===== config.mk =====
export PLATFORM = sky130hd
export DESIGN_NAME = lmfc_sync_machine
export DESIGN_NICKNAME = d
export VERILOG_FILES = /design/src/rtl/lmfc_sync_pkg.sv /design/src/rtl/lmfc_counter.sv /design/src/rtl/lmfc_edge_detect.sv /design/src/rtl/lmfc_sync_machine.sv
export SDC_FILE = /design/constraint.sdc
export NUM_CORES = 1
export LEC_CHECK = 0
export BUFFER_PORTS_ARGS = -buffer_cell sky130_fd_sc_hd__buf_2
export CAP_MARGIN = 20
export CELL_PAD_IN_SITES_DETAIL_PLACEMENT = 1
export CELL_PAD_IN_SITES_GLOBAL_PLACEMENT = 1
export CORE_AREA = 3 3 107 109
export DETAILED_ROUTE_END_ITERATION = 10
export DIE_AREA = 0 0 110 112
export HOLD_SLACK_MARGIN = 0.15
export PLACE_DENSITY = 0.79
export SLEW_MARGIN = 20
export SYNTH_ARGS = -nofsm -noshare
export SYNTH_HDL_FRONTEND = slang
export SYNTH_HIERARCHICAL = 1
export SYNTH_SLANG_ARGS = --single-unit

===== constraint.sdc =====
create_clock -name sys_clk -period 2.9 [get_ports sys_clk]
set_input_delay 0.29 -clock sys_clk [delete_from_list [all_inputs] [get_ports sys_clk]]
set_output_delay 0.29 -clock sys_clk [all_outputs]
set_load 0.005 [all_outputs]

===== src/rtl/lmfc_sync_pkg.sv =====
// Constants and types shared by the LMFC sync machine
package lmfc_sync_pkg;
  localparam int unsigned ADDR_W = 12;
  localparam int unsigned DATA_W = 8;
  localparam logic [11:0] DUAL_SELECT_ADDR = 12'h008;
  localparam logic [11:0] PHASE_WINDOW_TOLERANCE_ADDR = 12'h034;
  localparam logic [11:0] PHASE_ERROR_SNAPSHOT_ADDR = 12'h038;
  localparam logic [11:0] ERROR_FLAG_SNAPSHOT_ADDR = 12'h039;
  localparam logic [11:0] SYNC_CONTROL_ADDR = 12'h03A;
  localparam logic [11:0] SYNC_STATUS_ADDR = 12'h03B;
  localparam logic [11:0] CURRENT_PHASE_ERROR_ADDR = 12'h03C;
  localparam logic [11:0] WINDOW_EXCEEDED_FLAGS_ADDR = 12'h03D;
  localparam int unsigned CTRL_ENABLE_BIT = 7;
  localparam int unsigned CTRL_ARM_BIT = 6;
  localparam int unsigned CTRL_CLR_STICKY_BIT = 5;
  localparam int unsigned STAT_BUSY_BIT = 7;
  localparam int unsigned STAT_LOCK_BIT = 3;
  localparam int unsigned STAT_ROT_BIT = 2;
  localparam int unsigned STAT_WLIM_BIT = 1;
  localparam int unsigned STAT_TRIP_BIT = 0;
  localparam int unsigned FLAG_LOW_BIT = 7;
  localparam int unsigned FLAG_HIGH_BIT = 6;
  localparam logic [3:0] MODE_ONE_SHOT = 4'h1;
  localparam logic [3:0] MODE_CONTINUOUS = 4'h2;
  localparam logic [3:0] MODE_ONE_SHOT_MONITOR = 4'h9;
  localparam logic [7:0] DUAL_SELECT_RESET = 8'h00;
  localparam logic [7:0] TOLERANCE_RESET = 8'h00;
  localparam logic [7:0] CONTROL_RESET = 8'h00;
  localparam logic [1:0] DUALS_ALL = 2'h3;
  localparam int unsigned LMFC_PERIOD_DEFAULT = 64;
  localparam int unsigned ROTATE_CYCLES_DEFAULT = 8;
  localparam int unsigned PROC_EDGE_DIV_DEFAULT = 256;
  typedef enum logic [1:0] {
    ST_IDLE = 2'b00,
    ST_CHECK = 2'b01,
    ST_ROTATE = 2'b11
  } sync_state_e;
endpackage : lmfc_sync_pkg


===== src/rtl/lmfc_counter.sv =====
// Free running LMFC phase counter for one dual, with rotation load
`timescale 1ns/100ps
`default_nettype none
module lmfc_counter #(
  parameter int unsigned PERIOD = 64
) (
  // Clock and reset
  input wire logic sys_clk,
  input wire logic arst_n,
  // Rotation request
  input wire logic rotate,
  // Phase out
  output logic [$clog2(PERIOD)-1:0] phase
);
  localparam int unsigned PW = $clog2(PERIOD);
  localparam logic [PW-1:0] LAST = PW'(PERIOD - 1);
  localparam logic [PW-1:0] ALIGNED = PW'(1);
  typedef struct packed {
    logic [PW-1:0] cnt;
  } cnt_s;
  cnt_s s_q;
  cnt_s s_d;
  always_comb begin
    s_d = s_q;
    if (rotate) begin
      // Edge sits at phase zero; next cycle continues from one
      s_d.cnt = ALIGNED;
    end else if (s_q.cnt == LAST) begin
      s_d.cnt = '0;
    end else begin
      s_d.cnt = s_q.cnt + PW'(1);
    end
  end
  always_ff @(posedge sys_clk or negedge arst_n) begin
    if (!arst_n) begin
      s_q <= '0;
    end else begin
      s_q <= s_d;
    end
  end
  assign phase = s_q.cnt;
endmodule : lmfc_counter
`default_nettype wire


===== src/rtl/lmfc_edge_detect.sv =====
// Synchroniser and rising edge detector for the alignment edge input
`timescale 1ns/100ps
`default_nettype none
module lmfc_edge_detect (
  // Clock and reset
  input wire logic sys_clk,
  input wire logic arst_n,
  // Level in, pulse out
  input wire logic level_in,
  output logic rise_pulse
);
  typedef struct packed {
    logic meta;
    logic sync;
    logic last;
  } edge_s;
  edge_s s_q;
  edge_s s_d;
  always_comb begin
    s_d = s_q;
    s_d.meta = level_in;
    s_d.sync = s_q.meta;
    s_d.last = s_q.sync;
  end
  always_ff @(posedge sys_clk or negedge arst_n) begin
    if (!arst_n) begin
      s_q <= '0;
    end else begin
      s_q <= s_d;
    end
  end
  // High level seen after a low one forms the edge
  assign rise_pulse = s_q.sync & ~s_q.last;
endmodule : lmfc_edge_detect
`default_nettype wire


===== src/rtl/lmfc_sync_machine.sv =====
// LMFC sync machine: register file, phase check and rotation control
// Operation
// - keep one LMFC per dual, aligned to processing clock or SYSREF by subclass
// - SYSREF is active high, sampled on device clock rising edges
// - accept single pulse, step, continuous, strobed or gapped SYSREF
// - compare LMFC phase at each edge the mode checks and rotate when out of phase
// - mode 0x01 checks only first edge after arming, rotates beyond window
// - mode 0x02 checks every edge without arming; Subclass 1 periodic only
// - edges arriving during a rotation are ignored
// - with nonzero window, measure each checked edge, align only beyond tolerance (mode 0x09 first armed edge aligns regardless of window)
// - window code 0 is half clock, codes 1 to 3 are 1 to 3 clocks
// - arm bit self clears on an edge; in continuous mode it only reports
// - mode 0x09 aligns on first armed edge, then only measures and reports
// - current error register reads zero after alignment, updates on each phase check
// - low or high exceeded flag set when error beyond window
// - at alignment, snapshot last error and its flags
// - enable bit 7, arm bit 6, mode in bits 3 to 0 of control
// - busy flag high while a sync operation is in progress
// - lock and window limit flags update on every phase check
// - sticky rotation flag set on alignment, cleared by clear-sticky write
// - sticky trip flag set on each phase check, cleared by clear-sticky write
// - lock, rotation, trip and window flags offered as per-dual events
`timescale 1ns/100ps
`default_nettype none
module lmfc_sync_machine
  import lmfc_sync_pkg::*;
#(
  parameter int unsigned LMFC_PERIOD = LMFC_PERIOD_DEFAULT,
  parameter int unsigned ROTATE_CYCLES = ROTATE_CYCLES_DEFAULT,
  parameter int unsigned PROC_EDGE_DIV = PROC_EDGE_DIV_DEFAULT
) (
  // Clock and reset
  input wire logic sys_clk,
  input wire logic arst_n,
  // Alignment sources
  input wire logic sysref,
  input wire logic subclass1,
  // Register port
  input wire logic reg_wr,
  input wire logic reg_rd,
  input wire logic [lmfc_sync_pkg::ADDR_W-1:0] reg_addr,
  input wire logic [lmfc_sync_pkg::DATA_W-1:0] reg_wdata,
  output logic [lmfc_sync_pkg::DATA_W-1:0] reg_rdata,
  // LMFC phases and per-dual events: lock, rotation, trip, window limit
  output logic [$clog2(LMFC_PERIOD)-1:0] lmfc_phase_a,
  output logic [$clog2(LMFC_PERIOD)-1:0] lmfc_phase_b,
  output logic [3:0] sync_events_a,
  output logic [3:0] sync_events_b
);
  import lmfc_sync_pkg::*;
  localparam int unsigned PW = $clog2(LMFC_PERIOD);
  localparam int unsigned RW = $clog2(ROTATE_CYCLES + 1);
  localparam int unsigned DW = $clog2(PROC_EDGE_DIV);
  localparam logic [RW-1:0] ROT_LOAD = RW'(ROTATE_CYCLES);
  localparam logic [DW-1:0] DIV_LAST = DW'(PROC_EDGE_DIV - 1);
  localparam int HALF = LMFC_PERIOD / 2;

  typedef struct packed {
    sync_state_e state;
    logic [7:0] dual_select;
    logic [7:0] tolerance;
    logic enable;
    logic arm;
    logic [3:0] mode;
    logic busy;
    logic lock;
    logic rotated;
    logic wlim;
    logic trip;
    logic [7:0] cur_err;
    logic err_low;
    logic err_high;
    logic [7:0] snap_err;
    logic [1:0] snap_flags;
    logic armed_once;
    logic [RW-1:0] rot_cnt;
    logic [DW-1:0] div_cnt;
    logic [7:0] meas;
    logic [1:0] rot_duals;
    logic [7:0] rdata;
  } sync_s;

  sync_s s_q;
  sync_s s_d;
  logic sysref_rise;
  logic align_edge;
  logic [1:0] rotate_dual;
  logic [PW-1:0] phase_a;

  // Signed distance from the edge to the nearest LMFC boundary, in DAC clocks
  function automatic logic [7:0] phase_error(input logic [PW-1:0] ph);
    int e;
    e = int'(ph);
    if (e >= HALF) begin
      e = e - int'(LMFC_PERIOD);
    end
    if (e > 127) begin
      e = 127;
    end else if (e < -128) begin
      e = -128;
    end
    return 8'(e);
  endfunction : phase_error

  // Tolerance in half DAC clocks: code 0 is one half, code n is 2n halves
  function automatic logic beyond_window(input logic [7:0] err, input logic [2:0] tol);
    int mag2;
    int lim2;
    mag2 = 2 * ((err[7]) ? -int'($signed(err)) : int'(err));
    lim2 = (tol == 3'h0) ? 1 : 2 * int'(tol);
    return mag2 > lim2;
  endfunction : beyond_window

  lmfc_edge_detect u_sysref_edge (
    .sys_clk(sys_clk),
    .arst_n(arst_n),
    .level_in(sysref),
    .rise_pulse(sysref_rise)
  );

  lmfc_counter #(.PERIOD(LMFC_PERIOD)) u_lmfc_a (
    .sys_clk(sys_clk),
    .arst_n(arst_n),
    .rotate(rotate_dual[0]),
    .phase(phase_a)
  );

  lmfc_counter #(.PERIOD(LMFC_PERIOD)) u_lmfc_b (
    .sys_clk(sys_clk),
    .arst_n(arst_n),
    .rotate(rotate_dual[1]),
    .phase(lmfc_phase_b)
  );

  assign lmfc_phase_a = phase_a;
  // Subclass 1 uses SYSREF; Subclass 0 an internal processing clock edge
  assign align_edge = subclass1 ? sysref_rise : (s_q.div_cnt == DIV_LAST);
  // The duals set in dual_select rotate together at the end of the rotation cycle
  assign rotate_dual = (s_q.state == ST_ROTATE && s_q.rot_cnt == RW'(1)) ? s_q.rot_duals : 2'b00;

  always_comb begin
    logic mode_ok;
    logic check;
    logic do_align;
    logic over;
    logic [7:0] err;
    mode_ok = 1'b0;
    check = 1'b0;
    do_align = 1'b0;
    over = 1'b0;
    err = phase_error(phase_a);
    s_d = s_q;
    s_d.div_cnt = (s_q.div_cnt == DIV_LAST) ? '0 : s_q.div_cnt + DW'(1);
    mode_ok = (s_q.mode == MODE_ONE_SHOT) || (s_q.mode == MODE_CONTINUOUS) ||
              (s_q.mode == MODE_ONE_SHOT_MONITOR);
    over = beyond_window(err, s_q.tolerance[2:0]);

    // Register writes
    if (reg_wr) begin
      if (reg_addr == DUAL_SELECT_ADDR) begin
        s_d.dual_select = reg_wdata;
      end else if (reg_addr == PHASE_WINDOW_TOLERANCE_ADDR) begin
        s_d.tolerance = {5'h00, reg_wdata[2:0]};
      end else if (reg_addr == SYNC_CONTROL_ADDR) begin
        s_d.enable = reg_wdata[CTRL_ENABLE_BIT];
        s_d.mode = reg_wdata[3:0];
        if (reg_wdata[CTRL_ARM_BIT]) begin
          s_d.arm = 1'b1;
          s_d.armed_once = 1'b0;
        end
        if (reg_wdata[CTRL_CLR_STICKY_BIT]) begin
          s_d.rotated = 1'b0;
          s_d.trip = 1'b0;
        end
      end
    end

    case (s_q.state)
      ST_IDLE: begin
        s_d.busy = 1'b0;
        if (s_q.enable && mode_ok && align_edge) begin
          // Arm self-clears on every edge in modes 0x01, 0x02 and 0x09
          s_d.arm = 1'b0;
          if (s_q.mode == MODE_CONTINUOUS) begin
            check = 1'b1;
            do_align = over;
          end else if (s_q.mode == MODE_ONE_SHOT) begin
            check = s_q.arm;
            do_align = s_q.arm && over;
          end else begin
            check = s_q.arm || s_q.armed_once;
            do_align = s_q.arm;
            s_d.armed_once = s_q.armed_once | s_q.arm;
          end
        end
        if (check) begin
          s_d.trip = 1'b1;
          s_d.wlim = over;
          s_d.lock = ~over;
          s_d.cur_err = err;
          s_d.err_low = over & err[7];
          s_d.err_high = over & ~err[7];
          s_d.meas = err;
        end
        if (do_align) begin
          s_d.snap_err = err;
          // Snapshot carries the exceeded flags as the check sees them
          s_d.snap_flags = {over & err[7], over & ~err[7]};
          s_d.rot_duals = s_q.dual_select[1:0] & DUALS_ALL;
          s_d.busy = 1'b1;
          s_d.rot_cnt = ROT_LOAD;
          s_d.state = ST_ROTATE;
        end else if (check && s_q.arm && s_q.mode != MODE_CONTINUOUS) begin
          // First armed check already in window: counts as aligned
          s_d.cur_err = 8'h00;
          s_d.busy = 1'b1;
          s_d.state = ST_CHECK;
        end
      end
      ST_CHECK: begin
        s_d.busy = 1'b0;
        s_d.state = ST_IDLE;
      end
      ST_ROTATE: begin
        // Edges are not looked at here
        s_d.rot_cnt = s_q.rot_cnt - RW'(1);
        if (s_q.rot_cnt == RW'(1)) begin
          s_d.rotated = 1'b1;
          s_d.lock = 1'b1;
          s_d.wlim = 1'b0;
          s_d.cur_err = 8'h00;
          s_d.err_low = 1'b0;
          s_d.err_high = 1'b0;
          s_d.busy = 1'b0;
          s_d.state = ST_IDLE;
        end
      end
      default: begin
        s_d.state = ST_IDLE;
      end
    endcase

    // Read data
    if (reg_rd) begin
      if (reg_addr == DUAL_SELECT_ADDR) begin
        s_d.rdata = s_q.dual_select;
      end else if (reg_addr == PHASE_WINDOW_TOLERANCE_ADDR) begin
        s_d.rdata = s_q.tolerance;
      end else if (reg_addr == PHASE_ERROR_SNAPSHOT_ADDR) begin
        s_d.rdata = s_q.snap_err;
      end else if (reg_addr == ERROR_FLAG_SNAPSHOT_ADDR) begin
        s_d.rdata = {s_q.snap_flags, 6'h00};
      end else if (reg_addr == SYNC_CONTROL_ADDR) begin
        s_d.rdata = {s_q.enable, s_q.arm, 2'b00, s_q.mode};
      end else if (reg_addr == SYNC_STATUS_ADDR) begin
        s_d.rdata = {s_q.busy, 3'b000, s_q.lock, s_q.rotated, s_q.wlim, s_q.trip};
      end else if (reg_addr == CURRENT_PHASE_ERROR_ADDR) begin
        s_d.rdata = s_q.cur_err;
      end else if (reg_addr == WINDOW_EXCEEDED_FLAGS_ADDR) begin
        s_d.rdata = {s_q.err_low, s_q.err_high, 6'h00};
      end else begin
        s_d.rdata = 8'h00;
      end
    end
  end

  always_ff @(posedge sys_clk or negedge arst_n) begin
    if (!arst_n) begin
      s_q <= '0;
      s_q.state <= ST_IDLE;
      s_q.dual_select <= DUAL_SELECT_RESET;
      s_q.tolerance <= TOLERANCE_RESET;
    end else begin
      s_q <= s_d;
    end
  end

  assign reg_rdata = s_q.rdata;
  // Event vector per dual, gated by dual selection
  assign sync_events_a = s_q.dual_select[0] ? {s_q.lock, s_q.rotated, s_q.trip, s_q.wlim} : 4'h0;
  assign sync_events_b = s_q.dual_select[1] ? {s_q.lock, s_q.rotated, s_q.trip, s_q.wlim} : 4'h0;
endmodule : lmfc_sync_machine
`default_nettype wire


### Word-level counts from Yosys, hierarchy flattened

Index checks and enable logic that the tools add are counted.

* ROM bits: 0
* bits in writable memories: 0
* word-level logic and storage cells: 165
* output and inout bits: 28
* latch bits: 0
* memories kept: 0
* flip-flop bits (word level): 82

* divide/modulo/power cells: 0
* bitwise operators: 9
* reductions and logical operators: 22
* multiply operators: 0
* shift operators: 0
* eq/ne operators: 22
* order comparisons: 4
* multiplexer cells: 76
* add/sub/neg operators: 6

Operator list (count)
* $mux 8: 13
* $eq 12x6->1 const B: 7
* $mux 1: 36
* $gt 32x5->1: 1
* $gt 32x8->1 const B: 1
* $lt 32x8->1 const B: 1
* $mux 32: 1
* $mux 31: 1
* $neg 8->31: 1
* $mux 6: 4
* $mux 4: 5
* $mux 5: 4
* $pmux 10 s2: 1
* $add 6x1->6 const B: 2
* $eq 12x4->1 const B: 1
* $eq 6x6->1 const B: 2
* $mux 12: 1
* $reduce_and 2->1: 6
* $mux 10: 1
* $add 8x1->8 const B: 1
* $eq 4x1->1 const B: 2
* $eq 8x8->1 const B: 1
* $mux 2: 4
* $pmux 4 s2: 1
* 25 further kinds: 41

### Depth between registers and ports, before layout

* depth in word-level cells: 15
* mapped depth: 11
* gate-level depth less buffers: 10

### Modules after synthesis

The synthesis kept the hierarchy.

Modules (own cells, without submodules)
* lmfc_sync_machine: instances 1, cells an instance 354, area each 3627.2 um^2
* lmfc_counter: instances 2, cells an instance 27, area each 277.8 um^2
* lmfc_edge_detect: instances 1, cells an instance 4, area each 88.8 um^2

### Least setup slack after synthesis

Ideal clock, no wire load.

* path type: reg-to-reg
* start point: reg u_lmfc_a.s_q (netlist bit u_lmfc_a/phase[0])
* end point: reg s_q[37] (netlist name)
* stages on the path, launching flop included: 12
* setup slack: 0.167 ns
* clock period less this slack: 2.733 ns
* arrival time: 2.609 ns
* setup time: 0.125 ns
* cells stage by stage: dfrtp_1 -> inv_1 -> ha_1 -> nand2b_1 -> xnor2_1 -> ha_1 -> a21oi_1 -> o2bb2ai_1 -> o21ai_1 -> o2111ai_4 -> buf_6 -> mux2_2

* word-level cells in the longest chain between the ends: 14

RTL lines
* start, declared: RTL line lmfc_counter.sv:21 `cnt_s s_q;`
* start signal, assigned: RTL line lmfc_counter.sv:36 `s_q <= '0;`
* start signal, assigned: RTL line lmfc_counter.sv:38 `s_q <= s_d;`
* $sub 6x7->8 or $ge 6x6->1 (tied branches): RTL line lmfc_sync_machine.sv:95, lmfc_sync_machine.sv:94
* $mux 32 *: RTL line lmfc_sync_machine.sv:94 `if (e >= HALF) begin`
* $lt 32x8->1: RTL line lmfc_sync_machine.sv:99 `end else if (e < -128) begin`
* $mux 8: RTL line lmfc_sync_machine.sv:99
* $mux 8 *: RTL line lmfc_sync_machine.sv:97 `if (e > 127) begin`
* $neg 8->31: RTL line lmfc_sync_machine.sv:109 `mag2 = 2 * ((err[7]) ? -int'($signed(err)) : int'(err));`
* $mux 31: RTL line lmfc_sync_machine.sv:109
* $gt 32x5->1: RTL line lmfc_sync_machine.sv:111 `return mag2 > lim2;`
* $logic_and 1x1->1: RTL line lmfc_sync_machine.sv:189 `do_align = s_q.arm && over;`
* $mux 1: RTL line lmfc_sync_machine.sv:187 `end else if (s_q.mode == MODE_ONE_SHOT) begin`
* $mux 1: RTL line lmfc_sync_machine.sv:184 `if (s_q.mode == MODE_CONTINUOUS) begin`
* $mux 1: RTL line lmfc_sync_machine.sv:181 `if (s_q.enable && mode_ok && align_edge) begin`
* $mux 1: RTL line lmfc_sync_machine.sv:178 `case (s_q.state)`
* $reduce_and 2->1 (no source line)
* end, declared: RTL line lmfc_sync_machine.sv:83 `sync_s s_q;`

Mark *: on every way between the ends. The rest lies on a longest branch, timed or not. The select of a mux whose other input is x is not followed.
A chain may end at the register's enable or synchronous reset.

### Worst setup path in the final report

* start point: reg u_lmfc_a.s_q (netlist bit u_lmfc_a/phase[0])
* end point: reg s_q[36] (netlist name)

Same word-level chain as after synthesis.

==> flow_summary_export.csv <==
group,metric,value,unit
final_layout,utilization,46.27,%
yosys,synthTopCellsByArea,"dfrtp_1, mux2_2, nand2_1, ha_1, a21oi_1",
drt,firstDrtPassIters,4,
run_status,status,"finished clean",
yosys,synthFlopType,"dfrtp_1",
drt,drc,0,
worst_setup_path,cp.arrival,3.00,ns
die,coreArea,10700,sq um
yosys,synth_top_area_share,48.04,%
cts,clockRootBuffer,"clkbuf_8",
yosys,synth_edf_count,0,
drt,via_per_inst,5.511,
drt,m1WireLength,5034,um
job,drv_cap,0,
cts,htreeDepth,3,
die,die-height,112,um
timing,setup_violations,0,
cts,cts_resized,0,
yosys,yosysSeqAreaShare,48.04,%
drt,ant_nets,0,
final_layout,drive_gt1_share,24.48,%
worst_setup_path,critPathCaptureType,"flop",
cts,clk_pin_slew,0.09,ns
worst_setup_path,reg2reg_slack,0.15,ns
placed_design,gp_congestion,0.8775,
timing,period_needed,2.750,ns
grt,grt_max_degree,83,
worst_setup_path,cp_common_cell,"ha_1",
die,row_count,38,
timing,fmax,363.7,MHz
drt,dr_wl_met2,5843,um
die,ios,54,
power_and_ir_drop,p_leak,2.280,nW
yosys,synth_largest_area_cell,"dfrtp_1",
worst_setup_path,critPathMaxFanout,13,
worst_setup_path,crit_path_start_kind,"flop",
yosys,syn_area_per_cell,10.37,sq um
cts,clock-sinks,82,
drt,drt_wl_total,11600,um
timing,setup_tns,0,ns
timing,rsz0062_at_grt,"false",
drt,num_vias,3406,
grt,globalRouteTotalUtil,19.85,%
yosys,ys_ff_latch,82,
drt,wl_per_cell,18.77,um
worst_setup_path,critPathBufInv,2,
die,die_area,12320,sq um
yosys,async_reset_ff_share,100.0,%
worst_setup_path,r2r_start,"u_lmfc_a/phase[0]",
power_and_ir_drop,power_density,436.4,nW/um^2
drt,wl_met3,553,um
worst_setup_path,path_delay_family,"compound AO/OA/AOI/OAI gates",
worst_setup_path,critPathRequiredTime,3.15,ns
final_layout,diodes,0,
cts,clk_latency,0.37,ns
cts,cts_tree,"done",
worst_setup_path,critical-path-slowest-cell,"dfrtp_1",
grt,overflow,0,
final_layout,area_delta_synth_final,15.88,%
power_and_ir_drop,peakVddDrop,0.0002346,V
timing,hold_viol,0,
power_and_ir_drop,finalPower,2.160,mW
yosys,yosysWarnings,6,
drt,routed.top_layer,"met4",
cts,numCtsBuffers,9,
drt,drtIter0Drc,157,
cts,clockBufferDepth,2,
timing,maxSlewViolCount,0,
yosys,synth_cells,412,
final_layout,nets,508,
yosys,ys_types,63,
die,start_util,39.93,%
die,die_w,110,um
timing,clock_skew,0.009611,ns
worst_setup_path,setup.worst_path.start,"u_lmfc_a/phase[0]",
placed_design,port_buffers,53,
grt,grt_pass1_wl,18880,um
yosys,syn_area,4272,sq um
grt,grt_pass1_vias,3639,
worst_setup_path,path_cells,"inv_1 -> ha_1 -> nand2b_1 -> xnor2_1 -> ha_1 -> a21oi_1 -> o2bb2ai_1 -> o21ai_1 -> o2111ai_4 -> buf_12 -> mux2_2",
yosys,postSynthNetCount,447,
timing,worstMarginPinSlew,0.8911,ns
worst_setup_path,crit_type,"reg -> reg",
timing,max-slew-margin-rel,40.37,%
worst_setup_path,max_stage_delay,0.35,ns
grt,antenna_found_initial,0,
timing,fin_crit_sh,94.82,%
hold_path,hold_path.class,"in -> reg",
hold_path,hp-start,"reg_wdata[7]",
placed_design,post-dp-hpwl,8516,um
==> layout by cell type (no fill, tap or decap), types with 6 or more instances in the layout <==
cell type / netlist / routed
a21o_1: 8 / 8
a21oi_1: 22 / 22
a22o_1: 10 / 10
and2_1: 12 / 12
buf_2: 1 / 52
buf_4: 8 / 8
clkbuf_8: 0 / 11
dfrtp_1: 82 / 82
ha_1: 9 / 9
inv_1: 19 / 19
mux2_2: 24 / 24
nand2_1: 38 / 38
nand2b_1: 6 / 6
nand3_1: 19 / 19
nor2_1: 28 / 28
nor2b_1: 6 / 6
nor3_1: 6 / 6
o21ai_0: 17 / 17
xor2_1: 6 / 6
==> worst paths after layout <==
kind,to,depth (start not counted)
worst max-delay path,s_q[36],11
worst min-delay path,s_q[61],2
worst max register to register,s_q[36],11
worst min register to register,u_sysref_edge/s_d[0],0
max in group asynchronous,s_q[63],2
min in group asynchronous,u_lmfc_b/phase[3],2
==> cells in the mapped netlist, types with 2 or more instances <==
| cell type | count |
|---|---|
| a21o_1 | 8 |
| o21ai_0 | 17 |
| clkbuf_1 | 6 |
| nor4_4 | 2 |
| mux2_2 | 24 |
| xnor2_1 | 5 |
| nor2_1 | 28 |
| o22ai_1 | 3 |
| xor2_1 | 6 |
| inv_1 | 19 |
| and3_1 | 2 |
| ha_1 | 9 |
| nand3_1 | 19 |
| nand2b_1 | 6 |
| and2_1 | 12 |
| nor3b_1 | 3 |
| nand3_2 | 2 |
| o31ai_1 | 2 |
| a41oi_1 | 3 |
| nor2b_1 | 6 |
| a221oi_1 | 5 |
| o21bai_1 | 2 |
| buf_6 | 2 |
| a31oi_1 | 3 |
| a211oi_1 | 4 |
| a31o_2 | 2 |
| and4_1 | 2 |
| o211ai_1 | 2 |
| buf_4 | 8 |
| a22o_1 | 10 |
| nand3b_1 | 3 |
| mux2i_1 | 5 |
| nand2_1 | 38 |
| nor4b_1 | 3 |
| o2bb2ai_1 | 2 |
| dfrtp_1 | 82 |
| or3_1 | 4 |
| a32oi_1 | 2 |
| nor3_1 | 6 |
| a21oi_1 | 22 |
==> cell type report <==
cell class              count  area, sq um
clock buffers              11        151.4
clock inverters             5        60.06
fillers                  1221         5748
inverters                  19        71.32
multi-input cells         294         2038
flip-flops and latches     82         2052
well taps                 140        175.2
repair buffers             67        401.6
==> per-stage QoR <==
step | hold slack (ns) | worst slack [ns] | instances | instance area, sq um
final | 0.1636 | 0.1501 | 618 | 4950
after global routing | 0.1508 | 0.003987 | 618 | 4950
after CTS | 0.1500 | 0.03489 | 617 | 4926
after detailed placement | 0.3389 | 0.05237 | 596 | 4664
after global placement | 0.3384 | 0.2072 | 596 | 4664
after floorplan | -0.005591 | 0.1668 | 412 | 4272
==> metal layers <==
layer,vias up,global-route usage [%]
li1,1609,-
met1,1712,26.25
met2,73,32.69
met3,12,4.058
met4,0,5.736
met5,-,0
==> sequential cells by signal, summed over array words and instances (netlist names) <==
name               cells
reg_rdata              8
u_sysref_edge/s_d      2
u_lmfc_b/phase         6
u_sysref_edge/s_q      1
s_q                   59
u_lmfc_a/phase         6
==> cell families after synthesis <==
| logic type | after synthesis | synth area share (%) |
|---|---|---|
| AND/OR/NAND/NOR | 149 | 19.48 |
| adder cells (fa/ha/maj) | 9 | 2.636 |
| XOR/XNOR | 11 | 2.255 |
| flip-flops | 82 | 48.04 |
| multiplexers | 29 | 7.499 |
| AO/OA/AOI/OAI | 96 | 15.85 |
| buffers and inverters | 36 | 4.247 |
==> report_power, final <==
group / leakage [nW] / internal, mW / switching (mW)
registers: 1.06 / 1.15 / 0.00469
logic: 1.12 / 0.0385 / 0.0691
clock network: 0.106 / 0.450 / 0.449
total: 2.28 / 1.64 / 0.523
==> what timing repair did <==
item,4_1_cts,5_1_grt
setup endpoints to repair,0,16
buffers inserted,0,1
endpoints found under the hold margin,86,0
hold buffers,5,0
(Power assumes the default switching activity.)
